===== src/hdl/bus_ctrl_pkg.sv =====
// package: constants, field layout and types of the bus control configuration block
// assumes: shared by the top, its leaf modules, the checker and the testbench
package bus_ctrl_pkg;

    // register byte addresses on the AHB-Lite bus
    localparam logic [31:0] ADDR_CONTROL       = 32'h0000_0000;
    localparam logic [31:0] ADDR_STATUS        = 32'h0000_0004;

    // field positions of bus_control_one
    localparam int          BIT_RELEASE_ENABLE = 15;
    localparam int          BIT_REQ_OUT_ENABLE = 14;
    localparam int          BIT_WRITE_BUFFER   = 9;
    localparam int          BIT_WAIT_PIN       = 8;
    localparam int          BIT_ACK_EDGE       = 7;

    // reset value and the bits that really store
    localparam logic [15:0] CONTROL_RESET      = 16'h0000;
    localparam logic [15:0] CONTROL_STORE_MASK = 16'hC380;

    // field positions of the status register
    localparam int          STAT_BUF_FULL      = 0;
    localparam int          STAT_REQ_OUT       = 1;
    localparam int          STAT_BUF_ACTIVE    = 2;
    localparam int          STAT_WAIT_SEEN     = 3;
    localparam int          STAT_ACK_OUT       = 4;

    // AHB-Lite encodings
    localparam logic [1:0]  HTRANS_IDLE        = 2'h0;
    localparam logic [2:0]  HSIZE_WORD         = 3'h2;
    localparam logic        HRESP_OKAY         = 1'h0;

    // external bus widths
    localparam int          EXT_DATA_W         = 16;
    localparam int          EXT_ADDR_W         = 24;

    typedef enum logic {
        WB_EMPTY = 1'b0,
        WB_FULL  = 1'b1
    } wb_state_t;

    typedef enum logic [1:0] {
        ACC_NONE    = 2'b00,
        ACC_CONTROL = 2'b01,
        ACC_STATUS  = 2'b10
    } acc_sel_t;

    function automatic acc_sel_t decode_addr(input logic [31:0] addr);
        if (addr == ADDR_CONTROL) begin
            return ACC_CONTROL;
        end else if (addr == ADDR_STATUS) begin
            return ACC_STATUS;
        end else begin
            return ACC_NONE;
        end
    endfunction : decode_addr

endpackage : bus_ctrl_pkg


===== src/hdl/bus_cfg_if.sv =====
// interface: configuration fields passed from the register file to the leaf modules
// assumes: one driver (ctrl) and any number of readers (user)
`timescale 1ns/100ps
interface bus_cfg_if;
    logic write_buffer_enable;
    logic ack_edge_select;

    modport ctrl (output write_buffer_enable, output ack_edge_select);
    modport user (input  write_buffer_enable, input  ack_edge_select);
endinterface : bus_cfg_if


===== src/hdl/bus_control_config_fields.sv =====
// bus_control_config_fields: AHB-Lite register bank steering the external bus pins
// assumes: single AHB-Lite slave, word transfers, pin inputs synchronous to hclk
//
// Function
// - drive bus request out while bus released and internal access pending, if enabled
// - request enable 0 leaves the request pin to the general port, 1 enables it
// - bits 13 and 12 read 0 and ignore writes
// - bits 11 and 10 read 0; software writes 0 there
// - write buffer bit 9, wait pin bit 8, ack edge bit 7; reset 0, read/write
// - write buffer enable 1 posts external and single-address dma writes
// - a write buffer setting change may miss the very next external access
// - wait pin enable 0 ignores the wait input, 1 stretches cycles with it
// - with wait input disabled the wait pin belongs to the general port
// - ack edge select 0 asserts acknowledge on falling edge, 1 on rising edge
// - bit 6 reads 0 though writable; software writes 0 there; here writes to it are not stored
`timescale 1ns/100ps
module bus_control_config_fields (
    // clock and reset
    input  wire logic                               hclk,
    input  wire logic                               hresetn,
    // AHB-Lite slave
    input  wire logic                               hsel,
    input  wire logic [31:0]                        haddr,
    input  wire logic [1:0]                         htrans,
    input  wire logic                               hwrite,
    input  wire logic [2:0]                         hsize,
    input  wire logic [31:0]                        hwdata,
    input  wire logic                               hready,
    output logic [31:0]                             hrdata,
    output logic                                    hreadyout,
    output logic                                    hresp,
    // bus release status from the bus arbiter
    input  wire logic                               ext_bus_released,
    input  wire logic                               ext_access_pending,
    // bus request pin and its general port
    output logic                                    breq_pin_out,
    output logic                                    breq_pin_oe,
    input  wire logic                               gpio_breq_out,
    input  wire logic                               gpio_breq_oe,
    // wait pin and its general port
    input  wire logic                               wait_pin_in,
    output logic                                    wait_pin_out,
    output logic                                    wait_pin_oe,
    input  wire logic                               gpio_wait_out,
    input  wire logic                               gpio_wait_oe,
    output logic                                    gpio_wait_in,
    // wait toward the bus-cycle engine
    output logic                                    cycle_wait,
    // write source
    input  wire logic                               wr_valid,
    input  wire logic [bus_ctrl_pkg::EXT_ADDR_W-1:0] wr_addr,
    input  wire logic [bus_ctrl_pkg::EXT_DATA_W-1:0] wr_data,
    output logic                                    wr_ready,
    output logic                                    wr_done,
    // write cycle toward the bus-cycle engine
    output logic                                    cyc_valid,
    output logic [bus_ctrl_pkg::EXT_ADDR_W-1:0]     cyc_addr,
    output logic [bus_ctrl_pkg::EXT_DATA_W-1:0]     cyc_data,
    input  wire logic                               cyc_done,
    // dma transfer acknowledge
    input  wire logic                               ack_request,
    output logic                                    transfer_ack,
    // configuration levels for the rest of the bus controller
    output logic                                    bus_release_enable,
    output logic                                    bus_request_out_enable,
    output logic                                    write_buffer_enable,
    output logic                                    wait_pin_enable,
    output logic                                    ack_edge_select,
    output logic                                    bus_request_out
);
    import bus_ctrl_pkg::*;

    // address phase captured for the data phase
    acc_sel_t    sel_q;
    logic        write_q;
    logic        access;
    acc_sel_t    sel_now;

    // storage
    logic [15:0] control;
    logic [15:0] next_control;
    logic [15:0] status;
    logic        buf_active;

    bus_cfg_if   cfg ();

    // ---- bus side ----

    // only whole-word transfers reach the registers; others complete with no effect
    assign access  = hsel && hready && (htrans != HTRANS_IDLE) && (hsize == HSIZE_WORD);
    assign sel_now = access ? decode_addr(haddr) : ACC_NONE;

    // zero wait states, always OKAY
    assign hreadyout = 1'b1;
    assign hresp     = HRESP_OKAY;

    always_ff @(posedge hclk or negedge hresetn) begin
        if (!hresetn) begin
            sel_q   <= ACC_NONE;
            write_q <= 1'b0;
        end else if (hready) begin
            sel_q   <= sel_now;
            write_q <= access && hwrite;
        end
    end

    // reserved bits are masked out here, so they never store and always read 0
    always_comb begin
        next_control = control;
        if (write_q && (sel_q == ACC_CONTROL) && hready) begin
            next_control = hwdata[15:0] & CONTROL_STORE_MASK;
        end
    end

    always_ff @(posedge hclk or negedge hresetn) begin
        if (!hresetn) begin
            control <= CONTROL_RESET;
        end else begin
            control <= next_control;
        end
    end

    // read data is fetched in the address phase; next_control forwards a write
    // still in its data phase so a read right behind it sees the new value
    always_ff @(posedge hclk or negedge hresetn) begin
        if (!hresetn) begin
            hrdata <= 32'h0000_0000;
        end else if (hready) begin
            if (sel_now == ACC_CONTROL && !hwrite) begin
                hrdata <= {16'h0000, next_control & CONTROL_STORE_MASK};
            end else if (sel_now == ACC_STATUS && !hwrite) begin
                hrdata <= {16'h0000, status};
            end else begin
                hrdata <= 32'h0000_0000;
            end
        end
    end

    // ---- field outputs ----

    assign bus_release_enable     = control[BIT_RELEASE_ENABLE];
    assign bus_request_out_enable = control[BIT_REQ_OUT_ENABLE];
    assign write_buffer_enable    = control[BIT_WRITE_BUFFER];
    assign wait_pin_enable        = control[BIT_WAIT_PIN];
    assign ack_edge_select        = control[BIT_ACK_EDGE];

    assign cfg.write_buffer_enable = write_buffer_enable;
    assign cfg.ack_edge_select     = ack_edge_select;

    // ---- bus request pin ----

    always_ff @(posedge hclk or negedge hresetn) begin
        if (!hresetn) begin
            bus_request_out <= 1'b0;
        end else begin
            bus_request_out <= bus_release_enable && bus_request_out_enable
                               && ext_bus_released && ext_access_pending;
        end
    end

    // the pin follows the general port until the request output is enabled
    always_ff @(posedge hclk or negedge hresetn) begin
        if (!hresetn) begin
            breq_pin_out <= 1'b0;
            breq_pin_oe  <= 1'b0;
        end else if (bus_request_out_enable) begin
            breq_pin_out <= bus_release_enable && ext_bus_released
                            && ext_access_pending;
            breq_pin_oe  <= 1'b1;
        end else begin
            breq_pin_out <= gpio_breq_out;
            breq_pin_oe  <= gpio_breq_oe;
        end
    end

    // ---- wait pin ----

    // combinational so a wait seen at an edge stretches that very cycle
    assign cycle_wait   = wait_pin_enable && wait_pin_in;

    // the port can always read the pin level
    assign gpio_wait_in = wait_pin_in;

    // while enabled the pin is an input, so the port may not drive it
    always_ff @(posedge hclk or negedge hresetn) begin
        if (!hresetn) begin
            wait_pin_out <= 1'b0;
            wait_pin_oe  <= 1'b0;
        end else if (wait_pin_enable) begin
            wait_pin_out <= 1'b0;
            wait_pin_oe  <= 1'b0;
        end else begin
            wait_pin_out <= gpio_wait_out;
            wait_pin_oe  <= gpio_wait_oe;
        end
    end

    // ---- status ----

    always_ff @(posedge hclk or negedge hresetn) begin
        if (!hresetn) begin
            status <= 16'h0000;
        end else begin
            status                  <= 16'h0000;
            status[STAT_BUF_FULL]   <= cyc_valid;
            status[STAT_REQ_OUT]    <= bus_request_out;
            status[STAT_BUF_ACTIVE] <= buf_active;
            status[STAT_WAIT_SEEN]  <= cycle_wait;
            status[STAT_ACK_OUT]    <= transfer_ack;
        end
    end

    // ---- leaves ----

    write_data_buffer u_write_buffer (
        .hclk       (hclk),
        .hresetn    (hresetn),
        .cfg        (cfg),
        .wr_valid   (wr_valid),
        .wr_addr    (wr_addr),
        .wr_data    (wr_data),
        .wr_ready   (wr_ready),
        .wr_done    (wr_done),
        .cyc_valid  (cyc_valid),
        .cyc_addr   (cyc_addr),
        .cyc_data   (cyc_data),
        .cyc_done   (cyc_done),
        .buf_active (buf_active)
    );

    transfer_ack_gen u_ack_gen (
        .hclk         (hclk),
        .hresetn      (hresetn),
        .cfg          (cfg),
        .ack_request  (ack_request),
        .transfer_ack (transfer_ack)
    );

endmodule : bus_control_config_fields


===== src/hdl/transfer_ack_gen.sv =====
// transfer_ack_gen: launches the dma transfer acknowledge on the chosen clock edge
// assumes: ack_request comes from rising-edge logic of the same clock
`timescale 1ns/100ps
module transfer_ack_gen
    import bus_ctrl_pkg::*;
(
    // clock and reset
    input  wire logic hclk,
    input  wire logic hresetn,
    // configuration
    bus_cfg_if.user   cfg,
    // acknowledge
    input  wire logic ack_request,
    output logic      transfer_ack
);
    logic ack_rise;
    logic ack_fall;

    always_ff @(posedge hclk or negedge hresetn) begin
        if (!hresetn) begin
            ack_rise <= 1'b0;
        end else begin
            ack_rise <= ack_request;
        end
    end

    // half a cycle sooner than the rising-edge flop
    always_ff @(negedge hclk or negedge hresetn) begin
        if (!hresetn) begin
            ack_fall <= 1'b0;
        end else begin
            ack_fall <= ack_request;
        end
    end

    assign transfer_ack = cfg.ack_edge_select ? ack_rise : ack_fall;
endmodule : transfer_ack_gen


===== src/hdl/write_data_buffer.sv =====
// write_data_buffer: one-entry posting buffer for external and single-address dma writes
// assumes: the bus-cycle engine raises cyc_done for one cycle when a write cycle ends
`timescale 1ns/100ps
module write_data_buffer
    import bus_ctrl_pkg::*;
(
    // clock and reset
    input  wire logic                  hclk,
    input  wire logic                  hresetn,
    // configuration
    bus_cfg_if.user                    cfg,
    // write source
    input  wire logic                  wr_valid,
    input  wire logic [EXT_ADDR_W-1:0] wr_addr,
    input  wire logic [EXT_DATA_W-1:0] wr_data,
    output logic                       wr_ready,
    output logic                       wr_done,
    // toward the bus-cycle engine
    output logic                       cyc_valid,
    output logic [EXT_ADDR_W-1:0]      cyc_addr,
    output logic [EXT_DATA_W-1:0]      cyc_data,
    input  wire logic                  cyc_done,
    // state
    output logic                       buf_active
);
    wb_state_t state;
    logic      accept;

    assign accept    = wr_valid && (state == WB_EMPTY);
    assign wr_ready  = (state == WB_EMPTY);
    assign cyc_valid = (state == WB_FULL);

    // the setting is only taken between accesses, so an access already started keeps its mode
    always_ff @(posedge hclk or negedge hresetn) begin
        if (!hresetn) begin
            buf_active <= 1'b0;
        end else if ((state == WB_EMPTY) && !wr_valid) begin
            buf_active <= cfg.write_buffer_enable;
        end
    end

    always_ff @(posedge hclk or negedge hresetn) begin
        if (!hresetn) begin
            state    <= WB_EMPTY;
            cyc_addr <= '0;
            cyc_data <= '0;
        end else if (accept) begin
            state    <= WB_FULL;
            cyc_addr <= wr_addr;
            cyc_data <= wr_data;
        end else if (cyc_done && (state == WB_FULL)) begin
            state    <= WB_EMPTY;
        end
    end

    // posted write finishes for the source at capture; otherwise at the end of the cycle
    always_ff @(posedge hclk or negedge hresetn) begin
        if (!hresetn) begin
            wr_done <= 1'b0;
        end else begin
            wr_done <= buf_active ? accept : (cyc_done && (state == WB_FULL));
        end
    end
endmodule : write_data_buffer

===== config.mk =====
export PLATFORM = sky130hd
export DESIGN_NAME = bus_control_config_fields
export DESIGN_NICKNAME = d
export VERILOG_FILES = /design/src/hdl/bus_ctrl_pkg.sv /design/src/hdl/bus_cfg_if.sv /design/src/hdl/bus_control_config_fields.sv /design/src/hdl/transfer_ack_gen.sv /design/src/hdl/write_data_buffer.sv
export SDC_FILE = /design/constraint.sdc
export NUM_CORES = 1
export LEC_CHECK = 0
export ABC_AREA = 1
export BUFFER_PORTS_ARGS = -buffer_cell sky130_fd_sc_hd__clkbuf_2
export CAP_MARGIN = 20
export CORE_MARGIN = 4
export CORE_UTILIZATION = 41
export CTS_CLUSTER_DIAMETER = 50
export DETAILED_ROUTE_END_ITERATION = 8
export PLACE_DENSITY = 0.8
export SLEW_MARGIN = 20
export SYNTH_ARGS = -nofsm -noshare
export SYNTH_HDL_FRONTEND = slang
export SYNTH_SLANG_ARGS = --single-unit

===== constraint.sdc =====
create_clock -name hclk -period 1.65 [get_ports hclk]
set_clock_uncertainty 0.2 [all_clocks]
set_input_delay 0.0825 -clock hclk [delete_from_list [all_inputs] [get_ports hclk]]
set_output_delay 0.0825 -clock hclk [all_outputs]
set_load 0.02 [all_outputs]

-- After elaboration in Yosys (flattened, before gate mapping)
Cells that the tools add are included.
- logic and storage cells: 59
- flip-flop bits (word level): 95
- reduce and logical (&&, ||, !) cells: 22
- bitwise logic cells: 1
- equality and inequality tests: 5
- muxes and demuxes: 14
- operators with widths (kind ; count):
    32-bit by 3-bit == test with 1-bit output (second input constant) ; 1
    32-bit zero test ; 1
    16-bit two-way mux ; 2
    1-bit logical AND ; 17
    1-bit two-way mux ; 8
    2-bit two-way mux ; 3
    5-bit two-way mux ; 1
    2-bit by 1-bit == test with 1-bit output (second input constant) ; 2
    2-bit nonzero test ; 2
    3-bit by 2-bit == test with 1-bit output (second input constant) ; 1
    2-bit == test (second input constant) ; 1
    1-bit zero test ; 2
    1-bit inverter ; 1

-- Logic depth before layout (Yosys ltp)
- depth after elaboration: 8
- gate-level depth with buffers: 8
- mapped depth without buffers: 8

-- By module
Synthesis repeated with hierarchy kept, for this count alone.
- cell total of the unflattened synthesis: 371
- area, all modules: 3264.4 µm²
- by module, submodules not included (module ; sequential area each (µm²) ; cells an instance ; area an instance (µm²) ; instances):
    write_data_buffer ; 1076.0 ; 187 ; 1722.9 ; 1
    bus_control_config_fields ; 700.7 ; 178 ; 1476.4 ; 1
    transfer_ack_gen ; 50.0 ; 6 ; 65.1 ; 1

==> run_results.csv <==
group,metric,value,unit
drt,dr.pass1.iters,4,
setup_path,crit_type,"flip-flop to output pin",
timing,hold_slack,5.79,ps
setup_path,cp-start-kind,"flip-flop",
setup_path,critPathMaxFanout,2,
worst_hold_path,hold_depth,7,
final_layout,antenna_cells,0,
clock_tree,clk_latency,350,ps
place,place.gp.congestion,0.735,
synth,yosysWarnings,0,
drt,via_per_inst,4.47,
synth,synth.most_common_cell,"dfrtp_1",
drt,vias,2778,
pwr,powerDensity,1080,mW/mm^2
place,io_buffers,162,
timing,fin_setup_tns,-556,ps
floorplanning,rows,31,
synth,ys_top_cells_by_count,"dfrtp_1 (72), nand2_1 (48), mux2_2 (40)",
setup_path,critPathRequiredTime,1370,ps
setup_path,crit_path_top_delay_cell,"dfrtn_1",
synth,synth_seq_area_share,59.6,%
final_layout,fin_nets,642,
place,dpl.hpwl,5.75,mm
floorplanning,initial_utilization,42.3,%
synth,synth_edf_count,0,
synth,syn_area,0.00307,mm^2
floorplanning,core-area,0.00725,mm^2
synth,synth_flop_cell,"dfrtp_1",
synth,synthTopCellsByArea,"dfrtp_1 (59%), mux2_2 (15%), buf_4 (7.1%), nand2_1 (5.9%), nor2_1 (3.3%)",
drt,remaining_drc_errors,0,
synth,synth-seq-cells,73,
global_route,grt_usage,22.2,%
setup_path,crit_path_end_kind,"output pin",
synth,yosys.area.top_type_share,58.8,%
synth,netlist_instances,274,
global_route,grt-ovfl-total,0,
final_layout,area_growth,62.8,%
drt,ant_nets,0,
clock_tree,cts.clk_slew.worst_paths,80,ps
drt,finalWirelength,9.60,mm
setup_path,critPathMaxStageDelay,400,ps
floorplanning,die_w,94.5,um
job,cap_viol_max_count,0,
synth,yosysUniqueCellTypes,22,
global_route,grt_pass1_vias,2963,
run_status,violations,"negative setup slack",
synth,synth_area_leader_cell,"dfrtp_1",
synth,syn_area_per_cell,11.2,um^2
clock_tree,root_buffer,"clkbuf_8",
global_route,antenna_found_initial,0,
floorplanning,io_pins,214,
pwr,leakage,0.00261,uW
floorplanning,die_area,0.00892,mm^2
run_status,status,"complete, but fails checks",
setup_path,crit_chain,"nand2_1 -> nand2_2 -> buf_8",
synth,synthArstFlopShare,100,%
final_layout,drive_above_1_share,45.5,%
pwr,peakVddDrop,0.875,mV
timing,hold_viol_final,0,
setup_path,arrival,1840,ps
setup_path,reg2regPathDepth,3,
clock_tree,cts_tree,"built",
global_route,grt_pass1_wl,14.8,mm
floorplanning,die_y,94.5,um
timing,rsz0062_at_grt,"yes",
drt,wl_per_cell,15.4,um
timing,slew_viol_final,0,
clock_tree,clock_path_buffers,2,
timing,setup_viol_count_final,2,
global_route,grt_start_max_net_pins,73,
clock_tree,cts_made_buffers,9,
clock_tree,cts_num_sinks,73,
worst_hold_path,hp-class,"input port to flip-flop",
timing,fin_ws,-469,ps
drt,drt-initial-drc-count,98,
clock_tree,ctsHtreeMaxLevel,3,
## logic make-up (layout without fill, tap and decap cells)
logic type / Yosys count / after routing / synth area share, %
flip-flops: 73 / 73 / 59.6
buffers and inverters: 53 / 280 / 10.0
AO/OA/AOI/OAI: 16 / 16 / 2.86
AND/OR/NAND/NOR: 90 / 90 / 12.6
other: 2 / 24 / 0.245
multiplexers: 40 / 40 / 14.7
## routing by layer
layer,global-route usage [%],routed length [um]
met3,9.00,1040
met1,23.7,3480
met5,0,0
met2,39.7,4900
met4,7.57,174
## where the power goes
group	switching (uW)	internal (uW)
logic	722	575
clock network	700	1210
registers	151	2040
## critical path, delay by kind of cell (launching register included)
| kind | cells | cell delay (ps) |
|---|---|---|
| buffers and inverters | 1 | 120 |
| and+or+nand+nor | 2 | 160 |
| DFF | 1 | 400 |
## metrics by stage
stage / area [um^2] / setup slack, ps / std cells / total power, uW / util (%)
2_1_floorplan: 3150 / 8.55 / 296 / 2890 / -
3_3_place_gp: 3910 / -97.0 / 529 / 3300 / 53.9
3_5_place_dp: 3910 / -130 / 529 / 3340 / 53.9
4_1_cts: 4930 / -482 / 619 / 5380 / 68.0
5_1_grt: 4990 / -501 / 622 / 5650 / 68.8
6_report: 4990 / -469 / 622 / 5400 / 68.8
## cell type report
class / instances / area [um^2]
well taps: 99 / 124
clock buffers: 10 / 138
multi-input cells: 170 / 1050
inverters: 23 / 86.3
clock inverters: 6 / 138
fillers: 508 / 2260
repair buffers: 241 / 1630
flip-flops and latches: 73 / 1830
## cells in the final DEF, fill, tap and decap left out, drive strengths merged, types with 4 or more instances in the layout
cell type and instances:
nand4 6, nand2 51, o21ai 15, inv 23
clkbuf 170, conb 24, buf 7, dfrtp 72
nor2 29, mux2 40, dlygate4sd3 73, bufinv 4
## timing repair
action                                 CTS  global route
gates resized for setup                  2             9
hold buffers                            74             0
setup endpoints to repair                1             7
pin swaps                                0             5
endpoints found under the hold margin  140             0
setup buffers                            0             3
## path summary, 6_finish.rpt
check | from | end | slack [ps]
worst max-delay path | u_ack_gen.ack_fall | transfer_ack | -470
min in group asynchronous | hresetn | u_write_buffer.cyc_addr[6] | 80
worst max register to register | u_ack_gen.ack_fall | status[4] | -90
worst min register to register | u_write_buffer.buf_active | status[2] | 190
worst min-delay path | htrans[1] | hrdata[3] | 6
max in group asynchronous | hresetn | u_ack_gen.ack_fall | 540
## state kept, by name (all words and copies together), names as in the netlist, 2 cells and up
name and cells:
u_write_buffer.cyc_addr 24, u_write_buffer.cyc_data 16, hrdata 10, control 5, status 5, sel_q 2
Power figures use the tool's default switching activity.
